## config.mk

```make
export PLATFORM = sky130hd
export DESIGN_NAME = serial_receiver
export DESIGN_NICKNAME = d
export VERILOG_FILES = /design/src/serin_pkg.sv /design/src/capture_mem.sv /design/src/serial_receiver.sv
export SDC_FILE = /design/constraint.sdc
export NUM_CORES = 1
export LEC_CHECK = 0
export BUFFER_PORTS_ARGS = -buffer_cell sky130_fd_sc_hd__buf_2
export CAP_MARGIN = 20
export CORE_UTILIZATION = 62
export CTS_CLUSTER_DIAMETER = 100
export DETAILED_ROUTE_END_ITERATION = 12
export GPL_TIMING_DRIVEN = 0
export HOLD_SLACK_MARGIN = 0.08
export PLACE_DENSITY = 0.77
export SLEW_MARGIN = 5
export SYNTH_ARGS = -nofsm -noshare
export SYNTH_HDL_FRONTEND = slang
export SYNTH_SLANG_ARGS = --single-unit
```

## constraint.sdc

```tcl
create_clock -name i_clock -period 4.77 [get_ports i_clock]
set_input_delay 0.954 -clock i_clock [delete_from_list [all_inputs] [get_ports i_clock]]
set_output_delay 0.954 -clock i_clock [all_outputs]
set_load 0.03 [all_outputs]
```

## src/serin_pkg.sv

```systemverilog
package serin_pkg;

	// ----------------------------------------------------------------
	// clocking and timing
	// ----------------------------------------------------------------
	localparam int unsigned CLK_HZ = 40_000_000;
	localparam int unsigned HZ_PER_MHZ = 1_000_000;
	localparam int unsigned CYCLES_PER_US = CLK_HZ / HZ_PER_MHZ;
	localparam int unsigned MS_TICK_US = 1000;
	localparam int unsigned MS_TICK_CYCLES = MS_TICK_US * CYCLES_PER_US;
	localparam int unsigned LINE_PERIOD_OFFSET_US = 20;

	// ----------------------------------------------------------------
	// register map (byte addresses)
	// ----------------------------------------------------------------
	localparam logic [7:0] ADDR_CTRL = 8'h00;
	localparam logic [7:0] ADDR_LINE = 8'h04;
	localparam logic [7:0] ADDR_TIMEOUT = 8'h08;
	localparam logic [7:0] ADDR_PREFIX = 8'h0C;
	localparam logic [7:0] ADDR_STATUS = 8'h10;
	localparam logic [7:0] ADDR_CAPT_BASE = 8'h40;

	// ----------------------------------------------------------------
	// field positions
	// ----------------------------------------------------------------
	localparam int CTRL_START_BIT = 0;
	localparam int CTRL_PAR_BIT = 1;
	localparam int CTRL_TOTAL_LSB = 4;
	localparam int CTRL_FLOW_BIT = 8;
	localparam int CTRL_PREFIX_BIT = 9;
	localparam int CTRL_PLEN_LSB = 10;
	localparam int CTRL_SLEN_LSB = 16;
	localparam int LINE_PERIOD_MSB = 11;
	localparam int LINE_SEVEN_E_BIT = 13;
	localparam int LINE_INV_BIT = 14;
	localparam int STAT_BUSY_BIT = 0;
	localparam int STAT_DONE_BIT = 1;
	localparam int STAT_PAR_BIT = 2;
	localparam int STAT_TMO_BIT = 3;
	localparam int STAT_COUNT_LSB = 8;

	// ----------------------------------------------------------------
	// character length settings and reset values
	// ----------------------------------------------------------------
	localparam logic [3:0] BITS_DEFAULT = 4'h8;
	localparam logic [3:0] BITS_MIN = 4'h4;
	localparam logic [3:0] BITS_MAX = 4'h8;
	localparam logic [3:0] BITS_MIN_PAR = 4'h5;
	localparam logic [3:0] BITS_MAX_PAR = 4'h9;
	localparam logic [3:0] BITS_SEVEN = 4'h7;
	localparam logic [3:0] BITS_BYTE = 4'h8;
	localparam logic [15:0] LINE_RESET = 16'h0054;

	typedef enum logic [2:0] {
		st_idle,
		st_wait,
		st_start,
		st_data,
		st_parity,
		st_stop
	} rx_state_type;

endpackage

```

## src/capture_mem.sv

```systemverilog
`timescale 1ns/10ps
module capture_mem #(
	parameter int WIDTH = 8,
	parameter int DEPTH = 16
) (
	input wire logic i_clock,
	input wire logic i_reset_n,
	input wire logic i_wr_en,
	input wire logic [$clog2(DEPTH)-1:0] i_wr_addr,
	input wire logic [WIDTH-1:0] i_wr_data,
	input wire logic [$clog2(DEPTH)-1:0] i_rd_addr,
	output logic [WIDTH-1:0] o_rd_data
);
	typedef struct packed {
		logic [DEPTH-1:0][WIDTH-1:0] cells;
		logic [WIDTH-1:0] rdata;
	} mem_state_type;

	mem_state_type m_r;
	mem_state_type m_nxt;

	always_comb begin
		m_nxt = m_r;
		m_nxt.rdata = m_r.cells[i_rd_addr];
		if (i_wr_en) begin
			m_nxt.cells[i_wr_addr] = i_wr_data;
		end
	end

	always_ff @(posedge i_clock or negedge i_reset_n) begin
		if (!i_reset_n) begin
			m_r <= '0;
		end else begin
			m_r <= m_nxt;
		end
	end

	assign o_rd_data = m_r.rdata;
endmodule

```

## src/serial_receiver.sv

```systemverilog
// The register offsets and the Avalon-MM register port were chosen for this implementation.
`timescale 1ns/10ps
// Contract
// - character length 4 to 8, default 8
// - parity bit counts within bit total
// - setting 9 with parity gives 8+parity
// - even parity only over data plus parity
// - recompute parity, flag mismatch as error
// - parity error aborts reception immediately
// - zero timeout waits forever for data
// - millisecond timeout aborts with timeout outcome
// - parity and timeout usable together, distinct
// - start: receive input, flow shows ready
// - after completion flow shows not-ready
// - flow levels follow line polarity
// - prefix filter discards until sequence matched
// - string capture stores from lowest index
// - length limit n stops after n chars
// - no buffer, idle characters are dropped
// - line word: period, seven-even, inversion bits
module serial_receiver #(
	parameter int DEPTH = 16,
	parameter int unsigned MS_TICK_CYCLES = serin_pkg::MS_TICK_CYCLES
) (
	input wire logic i_clock,
	input wire logic i_reset_n,
	input wire logic [7:0] i_avs_address,
	input wire logic i_avs_read,
	input wire logic i_avs_write,
	input wire logic [31:0] i_avs_writedata,
	input wire logic [3:0] i_avs_byteenable,
	output logic [31:0] o_avs_readdata,
	output logic o_avs_waitrequest,
	input wire logic i_rx,
	output logic o_flow,
	output logic o_flow_oe
);
	localparam int AW = $clog2(DEPTH);
	localparam int CW = $clog2(DEPTH + 1);
	localparam int MW = $clog2(MS_TICK_CYCLES + 1);
	localparam logic [7:0] CAPT_END = 8'(serin_pkg::ADDR_CAPT_BASE + 4 * DEPTH);

	typedef struct packed {
		logic rx_meta;
		logic rx_sync;
		serin_pkg::rx_state_type state;
		logic [15:0] line;
		logic [15:0] tmo_ms;
		logic [31:0] prefix;
		logic par_cfg;
		logic [3:0] total_cfg;
		logic flow_cfg;
		logic pre_cfg;
		logic [1:0] plen_cfg;
		logic [4:0] slen_cfg;
		logic busy;
		logic done;
		logic par_err;
		logic tmo_err;
		logic inv;
		logic par_on;
		logic [3:0] payload;
		logic [19:0] period;
		logic [19:0] tick;
		logic [3:0] bit_idx;
		logic [7:0] shreg;
		logic par_acc;
		logic [MW-1:0] ms_div;
		logic [15:0] ms_cnt;
		logic [2:0] matched;
		logic [CW-1:0] count;
		logic [CW-1:0] limit;
		logic flow_oe;
		logic flow_lvl;
		logic rd_ready;
		logic rd_mem;
		logic [31:0] rdata;
	} state_type;

	state_type s_r;
	state_type s_nxt;

	logic rx_bit;
	logic [7:0] char_v;
	logic [3:0] tot;
	logic [2:0] plen;
	logic mem_we;
	logic [7:0] mem_rdata;
	logic capt_hit;
	logic finish;

	// ----------------------------------------------------------------
	// receive state machine and register slave
	// ----------------------------------------------------------------
	always_comb begin
		s_nxt = s_r;
		mem_we = 1'b0;
		finish = 1'b0;
		tot = serin_pkg::BITS_DEFAULT;
		rx_bit = s_r.inv ? ~s_r.rx_sync : s_r.rx_sync;
		char_v = s_r.shreg >> (serin_pkg::BITS_BYTE - s_r.payload);
		plen = {1'b0, s_r.plen_cfg} + 3'h1;
		capt_hit = (i_avs_address >= serin_pkg::ADDR_CAPT_BASE) && (i_avs_address < CAPT_END);
		s_nxt.rx_meta = i_rx;
		s_nxt.rx_sync = s_r.rx_meta;
		if (s_r.tick != '0) begin
			s_nxt.tick = s_r.tick - 20'h1;
		end
		case (s_r.state)
			serin_pkg::st_wait: begin
				if (rx_bit == 1'b0) begin
					// half a period lands the next check at mid start bit
					s_nxt.tick = s_r.period >> 1;
					s_nxt.ms_div = '0;
					s_nxt.ms_cnt = '0;
					s_nxt.state = serin_pkg::st_start;
				end else if (s_r.tmo_ms != '0 && s_r.ms_cnt == s_r.tmo_ms) begin
					s_nxt.tmo_err = 1'b1;
					finish = 1'b1;
				end else if (s_r.ms_div == MW'(MS_TICK_CYCLES - 1)) begin
					s_nxt.ms_div = '0;
					if (s_r.tmo_ms != '0) begin
						s_nxt.ms_cnt = s_r.ms_cnt + 16'h1;
					end
				end else begin
					s_nxt.ms_div = s_r.ms_div + MW'(1);
				end
			end
			serin_pkg::st_start: begin
				if (s_r.tick == '0) begin
					if (rx_bit == 1'b0) begin
						s_nxt.tick = s_r.period - 20'h1;
						s_nxt.bit_idx = '0;
						s_nxt.par_acc = 1'b0;
						s_nxt.state = serin_pkg::st_data;
					end else begin
						// a glitch, not a start bit
						s_nxt.state = serin_pkg::st_wait;
					end
				end
			end
			serin_pkg::st_data: begin
				if (s_r.tick == '0) begin
					s_nxt.shreg = {rx_bit, s_r.shreg[7:1]};
					s_nxt.par_acc = s_r.par_acc ^ rx_bit;
					s_nxt.bit_idx = s_r.bit_idx + 4'h1;
					s_nxt.tick = s_r.period - 20'h1;
					if (s_r.bit_idx == s_r.payload - 4'h1) begin
						s_nxt.state = s_r.par_on ? serin_pkg::st_parity : serin_pkg::st_stop;
					end
				end
			end
			serin_pkg::st_parity: begin
				if (s_r.tick == '0) begin
					s_nxt.tick = s_r.period - 20'h1;
					if (rx_bit != s_r.par_acc) begin
						s_nxt.par_err = 1'b1;
						finish = 1'b1;
					end else begin
						s_nxt.state = serin_pkg::st_stop;
					end
				end
			end
			serin_pkg::st_stop: begin
				// stop level is not checked; the sample point only paces the frame
				if (s_r.tick == '0) begin
					s_nxt.state = serin_pkg::st_wait;
					s_nxt.ms_div = '0;
					s_nxt.ms_cnt = '0;
					if (s_r.pre_cfg && s_r.matched < plen) begin
						if (char_v == s_r.prefix[8 * s_r.matched[1:0] +: 8]) begin
							s_nxt.matched = s_r.matched + 3'h1;
						end else if (char_v == s_r.prefix[7:0]) begin
							s_nxt.matched = 3'h1;
						end else begin
							s_nxt.matched = '0;
						end
					end else begin
						mem_we = 1'b1;
						s_nxt.count = s_r.count + CW'(1);
						if (s_r.count + CW'(1) == s_r.limit) begin
							s_nxt.done = 1'b1;
							finish = 1'b1;
						end
					end
				end
			end
			default: begin
				s_nxt.state = serin_pkg::st_idle;
			end
		endcase
		if (finish) begin
			s_nxt.busy = 1'b0;
			s_nxt.state = serin_pkg::st_idle;
			s_nxt.flow_lvl = ~s_r.inv;
		end

		// read: one wait cycle, then registered data
		s_nxt.rd_ready = i_avs_read & ~s_r.rd_ready;
		if (i_avs_read && !s_r.rd_ready) begin
			s_nxt.rd_mem = 1'b0;
			s_nxt.rdata = '0;
			if (i_avs_address == serin_pkg::ADDR_CTRL) begin
				s_nxt.rdata[serin_pkg::CTRL_PAR_BIT] = s_r.par_cfg;
				s_nxt.rdata[serin_pkg::CTRL_TOTAL_LSB +: 4] = s_r.total_cfg;
				s_nxt.rdata[serin_pkg::CTRL_FLOW_BIT] = s_r.flow_cfg;
				s_nxt.rdata[serin_pkg::CTRL_PREFIX_BIT] = s_r.pre_cfg;
				s_nxt.rdata[serin_pkg::CTRL_PLEN_LSB +: 2] = s_r.plen_cfg;
				s_nxt.rdata[serin_pkg::CTRL_SLEN_LSB +: 5] = s_r.slen_cfg;
			end else if (i_avs_address == serin_pkg::ADDR_LINE) begin
				s_nxt.rdata[15:0] = s_r.line;
			end else if (i_avs_address == serin_pkg::ADDR_TIMEOUT) begin
				s_nxt.rdata[15:0] = s_r.tmo_ms;
			end else if (i_avs_address == serin_pkg::ADDR_PREFIX) begin
				s_nxt.rdata = s_r.prefix;
			end else if (i_avs_address == serin_pkg::ADDR_STATUS) begin
				s_nxt.rdata[serin_pkg::STAT_BUSY_BIT] = s_r.busy;
				s_nxt.rdata[serin_pkg::STAT_DONE_BIT] = s_r.done;
				s_nxt.rdata[serin_pkg::STAT_PAR_BIT] = s_r.par_err;
				s_nxt.rdata[serin_pkg::STAT_TMO_BIT] = s_r.tmo_err;
				s_nxt.rdata[serin_pkg::STAT_COUNT_LSB +: CW] = s_r.count;
			end else if (capt_hit) begin
				s_nxt.rd_mem = 1'b1;
			end
		end

		// configuration is frozen while a reception runs
		if (i_avs_write && !s_r.busy) begin
			if (i_avs_address == serin_pkg::ADDR_CTRL) begin
				if (i_avs_byteenable[0]) begin
					s_nxt.par_cfg = i_avs_writedata[serin_pkg::CTRL_PAR_BIT];
					s_nxt.total_cfg = i_avs_writedata[serin_pkg::CTRL_TOTAL_LSB +: 4];
				end
				if (i_avs_byteenable[1]) begin
					s_nxt.flow_cfg = i_avs_writedata[serin_pkg::CTRL_FLOW_BIT];
					s_nxt.pre_cfg = i_avs_writedata[serin_pkg::CTRL_PREFIX_BIT];
					s_nxt.plen_cfg = i_avs_writedata[serin_pkg::CTRL_PLEN_LSB +: 2];
				end
				if (i_avs_byteenable[2]) begin
					s_nxt.slen_cfg = i_avs_writedata[serin_pkg::CTRL_SLEN_LSB +: 5];
				end
			end else if (i_avs_address == serin_pkg::ADDR_LINE) begin
				if (i_avs_byteenable[0]) begin
					s_nxt.line[7:0] = i_avs_writedata[7:0];
				end
				if (i_avs_byteenable[1]) begin
					s_nxt.line[15:8] = i_avs_writedata[15:8];
				end
			end else if (i_avs_address == serin_pkg::ADDR_TIMEOUT) begin
				if (i_avs_byteenable[0]) begin
					s_nxt.tmo_ms[7:0] = i_avs_writedata[7:0];
				end
				if (i_avs_byteenable[1]) begin
					s_nxt.tmo_ms[15:8] = i_avs_writedata[15:8];
				end
			end else if (i_avs_address == serin_pkg::ADDR_PREFIX) begin
				for (int b = 0; b < 4; b++) begin
					if (i_avs_byteenable[b]) begin
						s_nxt.prefix[8 * b +: 8] = i_avs_writedata[8 * b +: 8];
					end
				end
			end
		end

		// start of a reception latches the frame format
		if (i_avs_write && !s_r.busy && i_avs_address == serin_pkg::ADDR_CTRL
				&& i_avs_byteenable[0] && i_avs_writedata[serin_pkg::CTRL_START_BIT]) begin
			if (s_nxt.total_cfg != '0) begin
				tot = s_nxt.total_cfg;
			end
			if (s_nxt.par_cfg) begin
				if (tot < serin_pkg::BITS_MIN_PAR || tot > serin_pkg::BITS_MAX_PAR) begin
					tot = serin_pkg::BITS_DEFAULT;
				end
			end else if (tot < serin_pkg::BITS_MIN || tot > serin_pkg::BITS_MAX) begin
				tot = serin_pkg::BITS_DEFAULT;
			end
			if (s_nxt.line[serin_pkg::LINE_SEVEN_E_BIT]) begin
				s_nxt.par_on = 1'b1;
				s_nxt.payload = serin_pkg::BITS_SEVEN;
			end else begin
				s_nxt.par_on = s_nxt.par_cfg;
				s_nxt.payload = tot - {3'h0, s_nxt.par_cfg};
			end
			s_nxt.inv = s_nxt.line[serin_pkg::LINE_INV_BIT];
			s_nxt.period = 20'((20'(s_nxt.line[serin_pkg::LINE_PERIOD_MSB:0])
				+ 20'(serin_pkg::LINE_PERIOD_OFFSET_US)) * 20'(serin_pkg::CYCLES_PER_US));
			if (s_nxt.slen_cfg == '0 || 32'(s_nxt.slen_cfg) > DEPTH) begin
				s_nxt.limit = CW'(DEPTH);
			end else begin
				s_nxt.limit = CW'(s_nxt.slen_cfg);
			end
			s_nxt.busy = 1'b1;
			s_nxt.done = 1'b0;
			s_nxt.par_err = 1'b0;
			s_nxt.tmo_err = 1'b0;
			s_nxt.count = '0;
			s_nxt.matched = '0;
			s_nxt.ms_div = '0;
			s_nxt.ms_cnt = '0;
			s_nxt.tick = '0;
			s_nxt.flow_oe = s_nxt.flow_cfg;
			s_nxt.flow_lvl = s_nxt.line[serin_pkg::LINE_INV_BIT];
			s_nxt.state = serin_pkg::st_wait;
		end
	end

	always_ff @(posedge i_clock or negedge i_reset_n) begin
		if (!i_reset_n) begin
			s_r <= '0;
			s_r.line <= serin_pkg::LINE_RESET;
			s_r.flow_lvl <= 1'b1;
			s_r.rx_meta <= 1'b1;
			s_r.rx_sync <= 1'b1;
		end else begin
			s_r <= s_nxt;
		end
	end

	capture_mem #(
		.WIDTH(8),
		.DEPTH(DEPTH)
	) u_capture_list (
		.i_clock(i_clock),
		.i_reset_n(i_reset_n),
		.i_wr_en(mem_we),
		.i_wr_addr(s_r.count[AW-1:0]),
		.i_wr_data(char_v),
		.i_rd_addr(i_avs_address[AW+1:2]),
		.o_rd_data(mem_rdata)
	);

	assign o_avs_waitrequest = i_avs_read & ~s_r.rd_ready;
	assign o_avs_readdata = s_r.rd_mem ? {24'h0, mem_rdata} : s_r.rdata;
	assign o_flow = s_r.flow_lvl;
	assign o_flow_oe = s_r.flow_oe;
endmodule

```

==> summary.md <==
| Metric | Value |
|---|---|
| Minimum clock period | 4.66 ns |
| Max incr delay on CP | 0.40 ns |
| Gr ovfl total | 0 |
| CTS sink cnt | 359 |
| Final Cell Area | 0.0214 mm² |
| IO Count | 84 |
| Min-Delay Path Class | in -> async |
| Status | complete, no violations |
| Initial antenna violation count | 1 |
| Nature of the critical path startpoint | primary input |
| DRC viols | 0 |
| HPWL Detailed | 40100 µm |
| Max clock buf depth | 3 |
| Worst-Margin Slew | 1.07 ns |
| FF-to-FF path depth | 18 |
| IO buf count | 80 |
| #FFs+latches synth | 359 |
| Reg2reg start | s_r[143] |
| Top_reg_cell synth | dfrtp_1 |
| Syn-to-layout area delta | 13.4% |
| Slew Limit Fails | 0 |
| Drt pass-1 iters | 6 |
| Post-route insts no fill | 2481 |
| Syn Nets | 2021 |
| Via count | 15931 |
| Largest net degree at the start of global routing | 120 |
| R2R Setup Slk | 0.40 ns |
| Fmax | 215 MHz |
| Most common cell after layout, fill and taps aside | dfrtp_1 |
| Setup crit end kind | register |
| Synth Cell Area | 0.0189 mm² |
| VDD IR max | 0.000354 V |
| Placed cell areas | 0.0199 mm² |
| H-tree depth | 2 |
| CTS clk-pin slew, worst paths | 0.06 ns |
| Crit-path cells | buf_2, nor4_2, nand4_1, buf_6, mux2i_4, inv_1, ha_1, inv_1, a21oi_2, nand3_2, xnor2_2, ha_1, ha_1, and2_1, a31oi_1, a211o_1, o21ai_0, maj3_1, a31o_2 |
| Max FO, Critical Path | 10 |
| Final GP Congestion | 1.01 |
| Clock Skew | 0.0117 ns |
| Global-route wire length before repair | 87200 µm |
| Via-per-instance ratio | 6.42 |
| Crit path from | i_avs_address[4] |
| Vias in the first global route | 15419 |
| Layout Nets | 2151 |
| Synth Instances | 1931 |
| CTS Buf Count | 38 |
| Commonest non-fill, non-tap cells in the layout | 353 x dfrtp_1, 343 x nand2_1, 238 x o21ai_0, 108 x nor2_1, 84 x clkbuf_1 |
| Std-Cell Rows | 63 |
| WL final | 55300 µm |
| Clk_lat worst skew | 0.54 ns |
| WL per Instance | 22.3 µm |
| Final ANT Viol Nets | 0 |
| Critical path type | in -> reg |
| Pwr/cell area | 376 mW/mm² |
| Fill count | 2188 |
| Dpl cells | 2408 |
| YS warnings | 0 |
| Slowest stage cell, crit path | maj3_1 |
| Die area | 0.0312 mm² |
| Fraction of registers with async set/reset | 1.00 |
| DRT iter0 DRCs | 1736 |
| R2R Path End | s_r[132] |
| Post-synth EDFFs | 0 |
| Post-synthesis sequential area ratio | 0.475 |
| Worst path required time | 5.20 ns |
| Most frequent cell on the critical path | ha_1 |
| Relative slew slack | 0.281 |
| Initial Utilization | 0.635 |
| Setup violators final | 0 |
| Core Footprint | 0.0298 mm² |
| CTS root buf | clkbuf_16 |
| Crit path arrival time | 5.09 ns |
| Post-synth cell types | 71 |
| Static leakage | 9.84 nW |
| Synthesized area per cell | 9.79 µm² |
| CTS tree | yes |
| Die Ht | 177 µm |
| Die boundary width | 177 µm |
| Ratio of cells with drive above 1 in the final layout | 0.154 |
| Total track usage | 0.365 |
| Share of the synthesized area in the top cell type | 0.467 |
| Top post-synthesis cells by area | dfrtp_1 47%, nand2_1 6.8%, mux4_2 6.8% |
| Max Cap Viol | 0 |
| Fin crit share | 0.977 |
| Final Hold Viols | 0 |
| Cell taking the most area after synthesis | dfrtp_1 |
## area by class of cell
class / count / area (µm²) / share of cell area
diodes: 1 / 2.50 / 0.000117
multi-input cells: 1409 / 9390 / 0.438
flip-flops and latches: 359 / 8990 / 0.419
repair buffers: 91 / 562 / 0.0262
plain buffers: 102 / 404 / 0.0189
clock buffers: 44 / 1010 / 0.0473
clock inverters: 25 / 360 / 0.0168
well taps: 390 / 488 / 0.0228
inverters: 60 / 225 / 0.0105
## worst max-delay path by stage
stage,slack (ns),endpoint,cells past startpoint
final,0.11,s_r[132],19
after global routing,-0.05,s_r[131],20
after CTS,0.01,s_r[132],19
after detailed placement,-0.90,s_r[131],17
after global placement,-4.04,s_r[95],1
after floorplan,-0.01,s_r[132],19
## worst max-delay path: cells and delay by family
family,cells,cell delay [ns]
fa+ha+maj,4,1.22
mux,1,0.20
xor+xnor,1,0.18
compound gates,5,1.00
buf+inv,4,0.57
simple gates,4,0.96
## state kept, by name, summed over array words and instances (netlist names)
name                      count
o_flow_oe                     1
s_r                         220
u_capture_list.m_r          128
s_nxt                         1
o_flow                        1
u_capture_list.o_rd_data      8
## synth_stat cells, drive strengths merged (3+ instances only)
| cell type | number |
|---|---|
| buf | 18 |
| mux4 | 57 |
| a21oi | 78 |
| xor2 | 45 |
| nor2b | 39 |
| mux2 | 67 |
| nor4b | 3 |
| o211ai | 3 |
| xnor2 | 58 |
| nor3b | 5 |
| o41ai | 3 |
| nand3 | 61 |
| and2 | 12 |
| o22ai | 4 |
| inv | 60 |
| nor3 | 32 |
| nand2b | 7 |
| o21ai | 239 |
| nor2 | 111 |
| nand2 | 343 |
| o21a | 5 |
| a21o | 3 |
| or2 | 5 |
| or4 | 6 |
| dfstp | 6 |
| a22oi | 4 |
| a22o | 5 |
| mux2i | 19 |
| a31oi | 20 |
| nand3b | 8 |
| nand4 | 16 |
| dfrtp | 353 |
| clkbuf | 85 |
| o31ai | 14 |
| nor4 | 17 |
| a221oi | 17 |
| or3 | 4 |
| and4 | 5 |
| a211oi | 9 |
| and3 | 19 |
| ha | 40 |
## stage by stage
step	utilization	setup slack, ns	hold WS, ns	total power [mW]	setup TNS, ns
after floorplan	-	-0.0121	0.345	4.33	-0.0137
after global placement	0.665	-4.04	0.346	4.75	-1424.78
after detailed placement	0.669	-0.897	0.352	4.79	-3.80
after CTS	0.717	0.0124	0.310	8.03	0
after global routing	0.719	-0.0512	0.326	8.35	-0.0974
final	0.719	0.112	0.307	8.06	0
## routing by layer
| layer | GRT usage | part of all wire | vias to the layer above |
|---|---|---|---|
| li1 | - | - | 7074 |
| met1 | 0.526 | 0.42 | 7900 |
| met2 | 0.556 | 0.45 | 827 |
| met3 | 0.0739 | 0.10 | 130 |
| met4 | 0.123 | 0.033 | 0 |
| met5 | 0 | 0 | - |
## power breakdown
group	internal, mW	leakage (nW)	switching [mW]	total (mW)
Sequential	3.18	4.89	0.134	3.31
Clock	1.97	0.677	1.30	3.27
Combinational	0.499	4.27	0.973	1.47
## cells by family after synthesis
logic type / after synthesis / share of synthesized area
compound gates: 423 / 0.128
xor+xnor: 103 / 0.0477
flops: 359 / 0.475
buf+inv: 163 / 0.0327
fa+ha+maj: 42 / 0.0281
mux: 143 / 0.118
simple gates: 698 / 0.170
## repair_timing
| action | in CTS | in global routing |
|---|---|---|
| resized for setup | 10 | 13 |
| endpoints found under the setup margin | 3 | 3 |
| hold buffers | 0 | 0 |
| buffers inserted | 0 | 3 |
| pin swaps | 2 | 4 |
(Power assumes the default switching activity.)
